--- src/shared/wcc_regs.svh ---
// Functional notes
// RULE_01: Opcode 0x0004 clears the watchdog counter to zero.
// RULE_02: Watchdog clear also zeroes the watchdog postscaler.
// RULE_03: Watchdog clear sets timeout and powerdown flags; other status untouched.
// RULE_04: Opcode 0001 11da ffff ffff inverts every bit of addressed byte.
// RULE_05: Destination bit zero writes working register, one writes file byte.
// RULE_06: Access bit zero uses access bank, one uses bank select register.
// RULE_07: Extended set, access zero, address at most 95 uses indexed literal offset.
// RULE_08: Complement updates negative and zero flags; both take one word, one cycle.
`ifndef WCC_REGS_SVH
`define WCC_REGS_SVH
`define WCC_OP_WDCLR      16'h0004
`define WCC_OP_COMP_MASK  16'hFC00
`define WCC_OP_COMP_VAL   16'h1C00
`define WCC_BIT_DEST      9
`define WCC_BIT_ACC       8
`define WCC_IDX_LIMIT     8'h5F
`define WCC_ACC_HI_BASE   8'h60
`define WCC_ACC_HI_BANK   4'hF
`define WCC_Q_DECODE      2'h0
`define WCC_Q_READ        2'h1
`define WCC_Q_PROC        2'h2
`define WCC_Q_WRITE       2'h3
`define WCC_RST_FLAG      1'h1
`define WCC_RST_BYTE      8'h00
`define WCC_RST_ADDR      12'h000
`endif

--- src/shared/wcc_pkg.sv ---
package wcc_pkg;
    typedef enum logic [1:0] {
        WCC_OP_NONE,
        WCC_OP_WDCLR,
        WCC_OP_COMP
    } wcc_op_e;
    typedef logic [11:0] wcc_addr_t;
    typedef logic [7:0]  wcc_byte_t;
endpackage

--- src/rtl/wcc_exec.sv ---
`timescale 1ns/1ps
`include "wcc_regs.svh"
module wcc_exec (
    // Clock and reset
    input  wire logic        i_mclk,
    input  wire logic        i_rst_n,
    // Instruction from decode, valid at Q1
    input  wire logic [1:0]  i_qphase,
    input  wire logic        i_instr_vld,
    input  wire logic [15:0] i_instr,
    // Core context
    input  wire logic        i_ext_set_en,
    input  wire logic [3:0]  i_bank_select,
    input  wire logic [11:0] i_fsr2_base,
    // Data memory read
    output logic             o_dmem_rd,
    output logic [11:0]      o_dmem_addr,
    input  wire logic [7:0]  i_dmem_rdata,
    // Destinations
    output logic             o_dmem_wr,
    output logic [7:0]       o_dmem_wdata,
    output logic             o_wreg_wr,
    output logic [7:0]       o_wreg_wdata,
    // Status flag updates
    output logic             o_nz_wr,
    output logic             o_negative_flag,
    output logic             o_zero_flag,
    output logic             o_tp_wr,
    output logic             o_timeout_flag,
    output logic             o_powerdown_flag,
    // Watchdog
    output logic             o_wdt_clear,
    output logic             o_wdt_post_clear,
    // Instruction completion
    output logic             o_done
);
    wcc_pkg::wcc_op_e   op_r, op_nxt;
    logic               dest_r, dest_nxt;
    wcc_pkg::wcc_addr_t addr_r, addr_nxt;
    wcc_pkg::wcc_byte_t res_r, res_nxt;
    logic               rd_r, rd_nxt;
    logic               dwr_r, dwr_nxt;
    logic               wwr_r, wwr_nxt;
    logic               nzw_r, nzw_nxt;
    logic               neg_r, neg_nxt;
    logic               zer_r, zer_nxt;
    logic               tpw_r, tpw_nxt;
    logic               tpv_r, tpv_nxt;
    logic               wdc_r, wdc_nxt;
    logic               done_r, done_nxt;
    logic [7:0]         fa;

    assign fa = i_instr[7:0];

    // Decode at Q1, read Q2, process Q3, write Q4
    always_comb begin
        op_nxt   = op_r;
        dest_nxt = dest_r;
        addr_nxt = addr_r;
        res_nxt  = res_r;
        rd_nxt   = 1'b0;
        dwr_nxt  = 1'b0;
        wwr_nxt  = 1'b0;
        nzw_nxt  = 1'b0;
        neg_nxt  = neg_r;
        zer_nxt  = zer_r;
        tpw_nxt  = 1'b0;
        tpv_nxt  = tpv_r;
        wdc_nxt  = 1'b0;
        done_nxt = 1'b0;
        case (i_qphase)
            `WCC_Q_DECODE: begin
                op_nxt = wcc_pkg::WCC_OP_NONE;
                if (i_instr_vld && i_instr == `WCC_OP_WDCLR) begin
                    op_nxt = wcc_pkg::WCC_OP_WDCLR; // RULE_01
                end else if (i_instr_vld &&
                             (i_instr & `WCC_OP_COMP_MASK) == `WCC_OP_COMP_VAL) begin
                    op_nxt   = wcc_pkg::WCC_OP_COMP; // RULE_04
                    dest_nxt = i_instr[`WCC_BIT_DEST];
                    if (i_instr[`WCC_BIT_ACC]) begin
                        addr_nxt = {i_bank_select, fa}; // RULE_06
                    end else if (i_ext_set_en && fa <= `WCC_IDX_LIMIT) begin
                        addr_nxt = i_fsr2_base + {4'h0, fa}; // RULE_07
                    end else if (fa < `WCC_ACC_HI_BASE) begin
                        addr_nxt = {4'h0, fa}; // RULE_06
                    end else begin
                        addr_nxt = {`WCC_ACC_HI_BANK, fa};
                    end
                    rd_nxt = 1'b1;
                end
            end
            `WCC_Q_READ: begin
                if (op_r == wcc_pkg::WCC_OP_COMP) begin
                    res_nxt = ~i_dmem_rdata; // RULE_04
                end
            end
            `WCC_Q_PROC: begin
                if (op_r == wcc_pkg::WCC_OP_WDCLR) begin
                    wdc_nxt = 1'b1; // RULE_01 RULE_02
                    tpw_nxt = 1'b1; // RULE_03
                    tpv_nxt = 1'b1; // RULE_03
                end else if (op_r == wcc_pkg::WCC_OP_COMP) begin
                    dwr_nxt = dest_r; // RULE_05
                    wwr_nxt = ~dest_r; // RULE_05
                    nzw_nxt = 1'b1; // RULE_08
                    neg_nxt = res_r[7];
                    zer_nxt = (res_r == 8'h00);
                end
                done_nxt = (op_r != wcc_pkg::WCC_OP_NONE); // RULE_08
            end
            default: begin
                op_nxt = op_r;
            end
        endcase
    end

    // State registers
    always_ff @(posedge i_mclk or negedge i_rst_n) begin
        if (!i_rst_n) begin
            op_r   <= wcc_pkg::WCC_OP_NONE;
            dest_r <= 1'b0;
            addr_r <= `WCC_RST_ADDR;
            res_r  <= `WCC_RST_BYTE;
            rd_r   <= 1'b0;
            dwr_r  <= 1'b0;
            wwr_r  <= 1'b0;
            nzw_r  <= 1'b0;
            neg_r  <= 1'b0;
            zer_r  <= 1'b0;
            tpw_r  <= 1'b0;
            tpv_r  <= `WCC_RST_FLAG; // Both status flags read as set
            wdc_r  <= 1'b0;
            done_r <= 1'b0;
        end else begin
            op_r   <= op_nxt;
            dest_r <= dest_nxt;
            addr_r <= addr_nxt;
            res_r  <= res_nxt;
            rd_r   <= rd_nxt;
            dwr_r  <= dwr_nxt;
            wwr_r  <= wwr_nxt;
            nzw_r  <= nzw_nxt;
            neg_r  <= neg_nxt;
            zer_r  <= zer_nxt;
            tpw_r  <= tpw_nxt;
            tpv_r  <= tpv_nxt;
            wdc_r  <= wdc_nxt;
            done_r <= done_nxt;
        end
    end

    // Outputs straight from flops
    assign o_dmem_rd        = rd_r;
    assign o_dmem_addr      = addr_r;
    assign o_dmem_wr        = dwr_r;
    assign o_dmem_wdata     = res_r;
    assign o_wreg_wr        = wwr_r;
    assign o_wreg_wdata     = res_r;
    assign o_nz_wr          = nzw_r;
    assign o_negative_flag  = neg_r;
    assign o_zero_flag      = zer_r;
    assign o_tp_wr          = tpw_r;
    assign o_timeout_flag   = tpv_r; // RULE_03
    assign o_powerdown_flag = tpv_r; // RULE_03
    assign o_wdt_clear      = wdc_r;
    assign o_wdt_post_clear = wdc_r;
    assign o_done           = done_r;

    // Checks
    // Watchdog clear pulse three cycles after its decode
    a_wdclr_pulse: assert property (@(posedge i_mclk) disable iff (!i_rst_n) // RULE_01
        (i_qphase == `WCC_Q_DECODE && i_instr_vld && i_instr == `WCC_OP_WDCLR
         && i_qphase == 2'h0) ##1 (i_qphase == `WCC_Q_READ) ##1 (i_qphase == `WCC_Q_PROC)
        |=> o_wdt_clear) else $error("watchdog clear missing");
    // Postscaler clear only with the counter clear, from a decoded clear
    a_post_clear: assert property (@(posedge i_mclk) disable iff (!i_rst_n) // RULE_02
        (o_wdt_clear || o_wdt_post_clear) |-> (o_wdt_clear && o_wdt_post_clear
         && $past(i_instr_vld, 3) && $past(i_instr, 3) == `WCC_OP_WDCLR
         && $past(i_qphase, 3) == `WCC_Q_DECODE))
        else $error("postscaler clear mismatch");
    // Status flags read as set whenever their strobe is up
    a_flags_set: assert property (@(posedge i_mclk) disable iff (!i_rst_n) // RULE_03
        o_tp_wr |-> (o_timeout_flag && o_powerdown_flag && !o_nz_wr))
        else $error("status flags wrong");
    // Result register is the inverse of the byte read in Q2
    a_comp_value: assert property (@(posedge i_mclk) disable iff (!i_rst_n) // RULE_04
        (op_r == wcc_pkg::WCC_OP_COMP && i_qphase == `WCC_Q_READ)
        |=> res_r == ~$past(i_dmem_rdata)) else $error("complement wrong");
    // Read strobe only in Q2, after a decoded instruction
    a_read_strobe: assert property (@(posedge i_mclk) disable iff (!i_rst_n) // RULE_04
        o_dmem_rd |-> (i_qphase == `WCC_Q_READ && $past(i_instr_vld)))
        else $error("read strobe out of place");
    // Ignored opcodes raise no read and no write
    a_refused_quiet: assert property (@(posedge i_mclk) disable iff (!i_rst_n) // RULE_04
        (i_qphase == `WCC_Q_DECODE && !(i_instr_vld && (i_instr == `WCC_OP_WDCLR
         || (i_instr & `WCC_OP_COMP_MASK) == `WCC_OP_COMP_VAL)))
        |=> !o_dmem_rd ##2 !(o_done || o_dmem_wr || o_wreg_wr || o_wdt_clear))
        else $error("ignored opcode acted");
    // Only one destination written
    a_dest_sel: assert property (@(posedge i_mclk) disable iff (!i_rst_n) // RULE_05
        !(o_dmem_wr && o_wreg_wr)) else $error("two destinations");
    // Banked address from the bank select value
    a_bank_addr: assert property (@(posedge i_mclk) disable iff (!i_rst_n) // RULE_06
        (i_qphase == `WCC_Q_DECODE && i_instr_vld && i_instr[15:10] == 6'h07
         && i_instr[8]) |=> o_dmem_addr == {$past(i_bank_select), $past(i_instr[7:0])})
        else $error("banked address wrong");
    // Access bank address below and above the split point
    a_access_addr: assert property (@(posedge i_mclk) disable iff (!i_rst_n) // RULE_06
        (i_qphase == `WCC_Q_DECODE && i_instr_vld && i_instr[15:10] == 6'h07
         && !i_instr[8] && !(i_ext_set_en && i_instr[7:0] <= 8'h5F))
        |=> o_dmem_addr == {(($past(i_instr[7:0]) < `WCC_ACC_HI_BASE) ? 4'h0
                             : `WCC_ACC_HI_BANK), $past(i_instr[7:0])})
        else $error("access bank address wrong");
    // Indexed literal offset from the index base
    a_idx_addr: assert property (@(posedge i_mclk) disable iff (!i_rst_n) // RULE_07
        (i_qphase == `WCC_Q_DECODE && i_instr_vld && i_instr[15:10] == 6'h07
         && !i_instr[8] && i_ext_set_en && i_instr[7:0] <= 8'h5F)
        |=> o_dmem_addr == $past(i_fsr2_base) + {4'h0, $past(i_instr[7:0])})
        else $error("indexed address wrong");
    // Negative and zero flags follow the result
    a_nz_flags: assert property (@(posedge i_mclk) disable iff (!i_rst_n) // RULE_08
        o_nz_wr |-> (o_negative_flag == o_dmem_wdata[7]
                     && o_zero_flag == (o_dmem_wdata == 8'h00) && o_done))
        else $error("N or Z wrong");
    // Completion pulse only in Q4 of a decoded instruction
    a_done_timing: assert property (@(posedge i_mclk) disable iff (!i_rst_n) // RULE_08
        o_done |-> (i_qphase == `WCC_Q_WRITE && $past(i_qphase, 3) == `WCC_Q_DECODE
                    && $past(i_instr_vld, 3)))
        else $error("completion out of place");
endmodule

--- config.mk ---
export PLATFORM = sky130hd
export DESIGN_NAME = wcc_exec
export DESIGN_NICKNAME = d
export VERILOG_FILES = /design/src/shared/wcc_pkg.sv /design/src/rtl/wcc_exec.sv
export VERILOG_INCLUDE_DIRS = /design/src /design/src/shared
export SDC_FILE = /design/constraint.sdc
export NUM_CORES = 1
export LEC_CHECK = 0
export BUFFER_PORTS_ARGS = -buffer_cell sky130_fd_sc_hd__clkbuf_2
export CORE_ASPECT_RATIO = 2
export CORE_MARGIN = 2
export CORE_UTILIZATION = 42
export DETAILED_ROUTE_END_ITERATION = 10
export PLACE_DENSITY = 0.76
export RECOVER_POWER = 25
export REMOVE_ABC_BUFFERS = 1
export SETUP_SLACK_MARGIN = 0.3
export SLEW_MARGIN = 20
export SYNTH_ARGS = -nofsm -noshare
export SYNTH_HDL_FRONTEND = slang
export SYNTH_SLANG_ARGS = --single-unit
--- constraint.sdc ---
create_clock -name i_mclk -period 1.1 [get_ports i_mclk]
set_clock_uncertainty 0.05 [all_clocks]
set_input_delay 0.165 -clock i_mclk [delete_from_list [all_inputs] [get_ports i_mclk]]
set_output_delay 0.165 -clock i_mclk [all_outputs]
set_load 0.01 [all_outputs]
==> flow_metrics.tcl, run 1 <==
set metrics [dict create \
    status "complete, but fails checks" \
    violations "negative hold slack, negative setup slack" \
    place_congestion 0.8812 \
    avgSynthCellArea_um2 8.959 \
    post-route-min-period_ns 1.527 \
    finalWorstSetupSlack_ns -0.4268 \
    slew-limit-headroom_pct 48.64 \
    synthFlopType "dfrtp_1" \
    grt_pass1_vias 2167 \
    grt_overflow 0 \
    arrival_ns 1.64 \
    cp_max_fo 4 \
    final_cells 416 \
    wire_per_inst_um 18.84 \
    grt_max_degree 32 \
    worst_slew_pin_slew_ns 0.7704 \
    slew_violations 0 \
    fin_hold_ws_ns -0.01398 \
    io_pins 86 \
    fin_util_pct 81.95 \
    crit_path_end_kind "flip-flop" \
    area_growth_pct 87.22 \
    drc 0 \
    synth_cell_types 42 \
    die_x_um 51.55 \
    start_kind "input port" \
    ant_nets 0 \
    syn_inst 212 \
    clock.fmax_ghz 0.6550 \
    ys_warn_count 0 \
    fin_nets 417 \
    drt_wl_total_um 7836 \
    first_iter_violations 79 \
    layout_commonest_cell "buf_4" \
    core_mm2 0.004339 \
    multi_input_comb_area_mm2 0.001375 \
    dr_total_vias 2376 \
    insertion_delay_ns 0.28 \
    worstHoldPathType "input port to asynchronous set/reset pin" \
    cts.path.max_buffers 2 \
    synth_area_mm2 0.001899 \
    portBuffers 83 \
    cts_tree "yes" \
    antenna_found_initial 0 \
    critPathRequiredTime_ns 1.22 \
    crit_type "input port to flip-flop" \
    cts_made_buffers 5 \
    hpwlAfterDp_um 4430 \
    drive_above_1_share_pct 64.64 \
    die_h_um 99.10 \
    avgViaCountPerCell 5.712 \
    synth-async-reset-ratio_pct 100.0 \
    synthXorXnorAreaFrac_pct 1.383 \
    synth_compound_area_share_pct 17.85 \
    yosys-mux-area-fraction_pct 2.701 \
    finalSetupViolCount 30 \
    post-route-period-util_pct 138.8 \
    dp_cells 382 \
    power_leakage_nw 1.756 \
    synth_top_family_by_area "simple AND/OR/NAND/NOR gates" \
    synth_seq_cells 31 \
    hold_viol 15 \
    clock_sinks 31 \
    layout_common_cells "buf_4, buf_6, clkbuf_2" \
    drt_pass1_iterations 4 \
    synth_fa_ha_area_share_pct 6.324 \
    cts_root_buf "clkbuf_8" \
    grt_usage_pct 24.05 \
    path_clk_slew_ns 0.06 \
    initial_core_util_pct 43.77 \
    htree_levels 2 \
    irDropWorstVdd_mv 0.6453 \
    antennaDiodeCount 0 \
    rsz0062_at_grt "yes" \
    fillers 237 \
    cap_viol_max_count 0 \
    die_area_mm2 0.005109 \
    grt_pass1_wl_um 9328 \
    fp-row-count 34 \
    power_density_mw_per_mm2 916.0 \
    synth_edf_count 0 \
    yosys.area_share.simple_pct 23.19 \
    tns_ns -4.125 \
    seq_area_um2 777.0 \
    ys_seq_area_share_pct 40.84 \
]
## report_power, final
group,internal [W],switching (W)
clock,0.000490,0.000405
sequential,0.00120,0.0000502
combinational,0.000574,0.000542
## through the flow
stage | area, um^2 | total power [W] | setup WS (ns)
5_1_grt | 3556 | 0.003370 | -0.5180
3_3_place_gp | 2645 | 0.001952 | -0.7554
2_1_floorplan | 1787 | 0.001560 | -0.6047
3_5_place_dp | 2645 | 0.001971 | -0.8419
6_report | 3556 | 0.003257 | -0.4268
4_1_cts | 3033 | 0.002991 | -0.3809
## logic make-up after synthesis
logic type | count (synthesis)
compound gates | 55
other cells | 1
fa+ha+maj | 9
simple gates | 83
xor+xnor | 3
mux | 5
buf+inv | 25
flops | 31
## worst max-delay path: stages
cell and delay [ns]:
buf_8 0.08, ha_4 0.13, inv_2 0.04, fa_2 0.34, nor2b_2 0.15, o31ai_1 0.09, buf_4 0.17, a21oi_2 0.14
xnor2_1 0.08, o31ai_1 0.27
## flip-flops by register name, summed over array words and instances (netlist names)
| signal | flops |
|---|---|
| o_dmem_addr | 12 |
| o_wdt_clear | 1 |
| o_negative_flag | 1 |
| o_zero_flag | 1 |
| dest_r | 1 |
| o_wreg_wr | 1 |
| op_r | 2 |
| o_dmem_wr | 1 |
| o_nz_wr | 1 |
| o_dmem_rd | 1 |
| o_dmem_wdata | 8 |
| o_done | 1 |
## path summary, 6_finish.rpt
check / cells past startpoint / from / end / slack, ns
worst max register to register: 2 / op_r[0] / o_negative_flag / -0.09
min in group i_mclk: 2 / i_dmem_rdata[7] / o_dmem_wdata[7] / 0.01
worst min-delay path: 2 / i_rst_n / o_dmem_wdata[3] / -0.01
worst min register to register: 1 / dest_r / o_wreg_wr / 0.43
worst max-delay path: 10 / i_instr[0] / o_dmem_addr[8] / -0.43
max in group asynchronous: 2 / i_rst_n / o_dmem_wdata[2] / 0.49
## cell usage after synthesis, types with 3 or more instances
cell	n	area (um^2)
dfrtp_1	31	775.7
nand2_1	25	93.84
o21ai_0	21	105.1
a21oi_1	15	75.07
nor2_1	15	56.30
buf_4	12	90.09
nand3_1	10	50.05
ha_1	8	100.1
inv_1	7	26.28
nor2b_1	6	37.54
nor3_1	6	30.03
o31ai_1	6	45.04
mux2i_1	4	40.04
nor4_1	4	25.02
and3_1	3	18.77
buf_2	3	15.01
clkbuf_1	3	11.26
nand4_1	3	18.77
## metal layers
metal  share of wire [%]  wire, um  GRT usage (%)
met4                 6.0       474          13.97
met3                 4.4       348          2.252
met2                  58      4579          46.84
met1                  31      2434          22.62
met5                   0         0              0
## timing repair
action | CTS | global route
cloned | 1 | 2
setup buffers | 10 | 14
hold endpoints to repair | 31 | 31
resized for setup | 56 | 136
setup endpoints to repair | 69 | 69
pin swaps | 21 | 32
## cell type report
class | instances | area share [%]
inverters | 7 | 0.8093
multi-input cells | 157 | 38.67
flip-flops and latches | 31 | 21.85
clock buffers | 6 | 2.322
repair buffers | 160 | 34.31
well taps | 54 | 1.900
clock inverters | 1 | 0.1407
Power figures use the tool's default switching activity.
==> inputs of run 2 (changes only) <==
--- a/config.mk
+++ b/config.mk
@@ -9,9 +9,10 @@
 export BUFFER_PORTS_ARGS = -buffer_cell sky130_fd_sc_hd__clkbuf_2
 export CORE_ASPECT_RATIO = 2
 export CORE_MARGIN = 2
-export CORE_UTILIZATION = 42
+export CORE_UTILIZATION = 45
+export CTS_BUF_LIST = sky130_fd_sc_hd__clkbuf_4 sky130_fd_sc_hd__clkbuf_8
 export DETAILED_ROUTE_END_ITERATION = 10
-export PLACE_DENSITY = 0.76
+export PLACE_DENSITY = 0.77
 export RECOVER_POWER = 25
 export REMOVE_ABC_BUFFERS = 1
 export SETUP_SLACK_MARGIN = 0.3
==> constraint.sdc (replaced) <==
create_clock -name i_mclk -period 1.5 [get_ports i_mclk]
set_clock_uncertainty 0.05 [all_clocks]
set_input_delay 0.225 -clock i_mclk [delete_from_list [all_inputs] [get_ports i_mclk]]
set_output_delay 0.225 -clock i_mclk [all_outputs]
set_load 0.01 [all_outputs]
==> flow_metrics.tcl, run 2 (same netlist as run 1, synthesis figures left out) <==
set metrics [dict create \
    grt_max_degree 32 \
    use_met2_pct 46.00 \
    grt_pass1_vias 2051 \
    slew-limit-headroom_pct 50.46 \
    insertion_delay_ns 0.28 \
    reg2reg_to "o_negative_flag" \
    rr_worst_depth 2 \
    worstHoldPathType "input port to flip-flop" \
    fp-row-count 33 \
    hold_viol 0 \
    cts_made_buffers 5 \
    rr_startpoint "op_r[1]" \
    power_leakage_nw 1.517 \
    crit_family "adder cells" \
    post-route-period-util_pct 99.27 \
    critPathRequiredTime_ns 1.61 \
    whs_endpoint "o_dmem_wdata[1]" \
    htree_levels 2 \
    worst_slew_pin_slew_ns 0.7431 \
    grt_usage_pct 22.76 \
    cts.path.max_buffers 2 \
    arrival_ns 1.60 \
    drc 0 \
    avgViaCountPerCell 5.500 \
    cp-startpoint "i_instr[0]" \
    clock_sinks 31 \
    slew_violations 0 \
    grt-busiest-layer "met2" \
    power_density_mw_per_mm2 788.7 \
    place_congestion 0.8291 \
    status "finished clean" \
    hpwlAfterDp_um 4095 \
    antenna_found_initial 0 \
    post-route-min-period_ns 1.489 \
    critPathMaxStageDelay_ns 0.35 \
    use_met1_pct 19.44 \
    grt_pass1_wl_um 8376 \
    slowest_stage "fa_2" \
    crit_path_end_kind "flip-flop" \
    layout_common_cells "clkbuf_2, buf_4, dfrtp_1" \
    core_mm2 0.004088 \
    die_h_um 95.88 \
    path_clk_slew_ns 0.06 \
    dr_total_vias 2112 \
    r2r_setup_slack_ns 0.30 \
    worst-path-buf-inv 3 \
    finalSetupViolCount 0 \
    finalWorstSetupSlack_ns 0.01091 \
    portBuffers 83 \
    grt_overflow 0 \
    first_iter_violations 37 \
    rsz0062_at_grt "yes" \
    layout_commonest_cell "clkbuf_2" \
    die_area_mm2 0.004788 \
    cap_viol_max_count 0 \
    fin_nets 386 \
    grtUsageMet3_pct 2.174 \
    drive_above_1_share_pct 52.11 \
    pre_cts_ws_ns -0.4209 \
    cts_root_buf "clkbuf_8" \
    whs_path_depth 2 \
    antennaDiodeCount 0 \
    drt_pass1_iterations 4 \
    drt_wl_total_um 6026 \
    start_kind "input port" \
    irDropWorstVdd_mv 0.4857 \
    wire_per_inst_um 15.69 \
    ant_nets 0 \
    hp-start "i_dmem_rdata[1]" \
    cp_max_fo 4 \
    clock.fmax_ghz 0.6716 \
    fin_util_pct 74.17 \
    largest_register_ffs 12 \
    cts_tree "yes" \
    die_x_um 49.94 \
    initial_core_util_pct 46.46 \
    io_pins 86 \
    area_growth_pct 59.62 \
    crit_type "input port to flip-flop" \
    path_cells "buf_8 -> ha_4 -> inv_2 -> fa_2 -> nor2b_4 -> o31ai_2 -> buf_4 -> a21oi_2 -> mux2i_1 -> nand3_1" \
]
[run 2: worst max path at each step]
stage	endpoint	depth (start not counted)
floorplan	o_dmem_addr[11]	6
detailed placement	o_dmem_addr[6]	10
global placement	o_dmem_addr[6]	10
global route	o_dmem_addr[6]	10
CTS	o_dmem_addr[6]	10
finish	o_dmem_addr[6]	10
[run 2: timing repair]
action                                  in CTS  in global routing
hold buffers                                 1                  0
gates cloned                                 0                  2
endpoints found under the setup margin      10                 16
buffers inserted                             1                  6
hold endpoints to repair                    31                  0
pin swaps                                   17                 21
resized for setup                           27                 42
[run 2: per-stage QoR]
stage          TNS [ns]  area (um^2)  hold WS (ns)  power, W  cells
4_1_cts        -0.06029         2839       0.07562  0.002322    376
6_report              0         3032       0.06532  0.002391    384
3_5_place_dp     -3.117         2537        0.2077  0.001414    366
2_1_floorplan    -1.683         1787       -0.1206  0.001144    195
5_1_grt         -0.1226         3032       0.08337  0.002489    384
3_3_place_gp     -2.738         2537        0.2080  0.001402    366
[run 2: final cells by class]
class                           instances  area [um^2]
Timing Repair Buffer                  129        850.8
Sequential cell                        31        775.7
Clock buffer                            6        82.58
Clock inverter                          2        35.03
Tap cell                               52        65.06
Fill cell                             293         1056
Multi-Input combinational cell        157         1196
Inverter                                7        26.28
[run 2: report_power, final]
group | total (W) | internal (W) | switching, W
combinational | 0.000642 | 0.000320 | 0.000322
clock | 0.000841 | 0.000537 | 0.000304
sequential | 0.000909 | 0.000877 | 0.0000322
[run 2: metal layers]
metal / wire, um / part of all wire (%)
met2: 3546 / 59
met1: 1966 / 33
met5: 0 / 0
met4: 272 / 4.5
met3: 241 / 4.0
==> inputs of run 3 (changes only) <==
==> constraint.sdc (replaced) <==
create_clock -name i_mclk -period 1.5 [get_ports i_mclk]
set_clock_uncertainty 0.05 [all_clocks]
set_input_delay 0.3 -clock i_mclk [delete_from_list [all_inputs] [get_ports i_mclk]]
set_output_delay 0.3 -clock i_mclk [all_outputs]
set_load 0.01 [all_outputs]
==> flow_metrics.tcl, run 3 (same netlist as run 1, synthesis figures left out) <==
set metrics [dict create \
    status "complete, but fails checks" \
    violations "negative setup slack" \
    arrival_ns 1.72 \
    post-route-period-util_pct 105.8 \
    layout_common_cells "clkbuf_2, buf_4, dfrtp_1" \
    portBuffers 83 \
    layout_commonest_cell "clkbuf_2" \
    rsz0062_at_grt "yes" \
    io_pins 86 \
    clock.fmax_ghz 0.6300 \
    crit_family "simple AND/OR/NAND/NOR gates" \
    initial_core_util_pct 46.46 \
    final_area_mm2 0.003118 \
    cap_viol_max_count 0 \
    grt_usage_pct 21.91 \
    cts.path.max_buffers 2 \
    wire_per_inst_um 14.77 \
    clock_sinks 31 \
    hpwlAfterDp_um 4122 \
    cts_root_buf "clkbuf_8" \
    cts_tree "yes" \
    worst-path-buf-inv 1 \
    area_growth_pct 64.16 \
    use_met2_pct 45.89 \
    slowest_stage "nor4_4" \
    worst_slew_pin_slew_ns 0.7455 \
    ant_nets 0 \
    cp_max_fo 3 \
    antennaDiodeCount 0 \
    die_x_um 49.94 \
    core_mm2 0.004088 \
    fin_hold_ws_ns 0.1526 \
    critPathMaxStageDelay_ns 0.41 \
    antenna_found_initial 0 \
    crit_path_end_kind "flip-flop" \
    dp_cells 370 \
    grt_pass1_wl_um 7990 \
    worstHoldPathType "input port to flip-flop" \
    drt_pass1_iterations 5 \
    place_congestion 0.8312 \
    htree_levels 2 \
    finalWorstSetupSlack_ns -0.08722 \
    grt_overflow 0 \
    die_area_mm2 0.004788 \
    largest_register_ffs 12 \
    critPathRequiredTime_ns 1.64 \
    path_clk_slew_ns 0.06 \
    power_leakage_nw 1.561 \
    die_h_um 95.88 \
    final_cells 389 \
    dpl_cell_area_mm2 0.002567 \
    drt_wl_total_um 5747 \
    first_iter_violations 35 \
    grt-busiest-layer "met2" \
    finalSetupViolCount 7 \
    avgViaCountPerCell 5.306 \
    start_kind "input port" \
    fp-row-count 33 \
    grt_max_degree 32 \
    drive_above_1_share_pct 54.01 \
    insertion_delay_ns 0.28 \
    fin_nets 391 \
    crit_type "input port to flip-flop" \
    grtUsageMet3_pct 2.329 \
    slew_violations 0 \
    grt_pass1_vias 1842 \
    use_met1_pct 20.34 \
    drc 0 \
    post-route-min-period_ns 1.587 \
    hold_viol 0 \
    path_cells "clkbuf_2 -> ha_4 -> nand2_4 -> nor4_4 -> o31ai_2 -> xor2_1 -> o31ai_1" \
    fin_util_pct 76.28 \
    dr_total_vias 2064 \
    power_density_mw_per_mm2 767.8 \
    irDropWorstVdd_mv 0.5967 \
    cts_made_buffers 5 \
    slew-limit-headroom_pct 50.30 \
    pre_cts_ws_ns -0.5490 \
]
run 3: path summary, 6_finish.rpt:
path / startpoint / end / slack, ns / cells after the start
setup / recovery: i_instr[5] / o_dmem_addr[11] / -0.09 / 7
hold / removal: i_dmem_rdata[0] / o_dmem_wdata[0] / 0.15 / 2
setup reg to reg: op_r[1] / o_negative_flag / 0.33 / 2
hold reg to reg: dest_r / o_wreg_wr / 0.41 / 1
max in group asynchronous: i_rst_n / o_wreg_wr / 0.28 / 3
min in group asynchronous: i_rst_n / o_dmem_addr[10] / 0.64 / 3
run 3: metal layers:
metal	wire length (um)	vias up
met5	0	-
met4	162	0
met3	241	16
met2	3446	79
met1	1896	986
li1	-	983
run 3: power breakdown:
part / leakage (nW) / internal (W) / switching [W] / total, W
Sequential: 0.423 / 0.000877 / 0.0000289 / 0.000906
Combinational: 1.08 / 0.000322 / 0.000320 / 0.000642
Clock: 0.0612 / 0.000537 / 0.000309 / 0.000846
Total: 1.56 / 0.00174 / 0.000659 / 0.00239
run 3: cell type report:
class	count	area, um^2
multi-input combinational	157	1212
fill	274	969.7
timing repair buffer	134	915.9
sequential	31	775.7
clock buffer	6	82.58
tap	52	65.06
clock inverter	2	35.03
inverter	7	31.28
run 3: stage by stage:
step                TNS, ns  power (W)
finish              -0.2679   0.002394
detailed placement   -4.156   0.001418
global placement     -3.536   0.001407
global route        -0.8508   0.002498
CTS                 -0.5860   0.002298
floorplan            -2.564   0.001144
run 3: repair_timing:
action                     in CTS  in global routing
resized for setup              20                 63
cloned                          0                  1
setup buffers                   0                  9
hold buffers                    1                  0
pin swaps                      13                 27
hold endpoints to repair       31                  0
setup endpoints to repair      12                 28
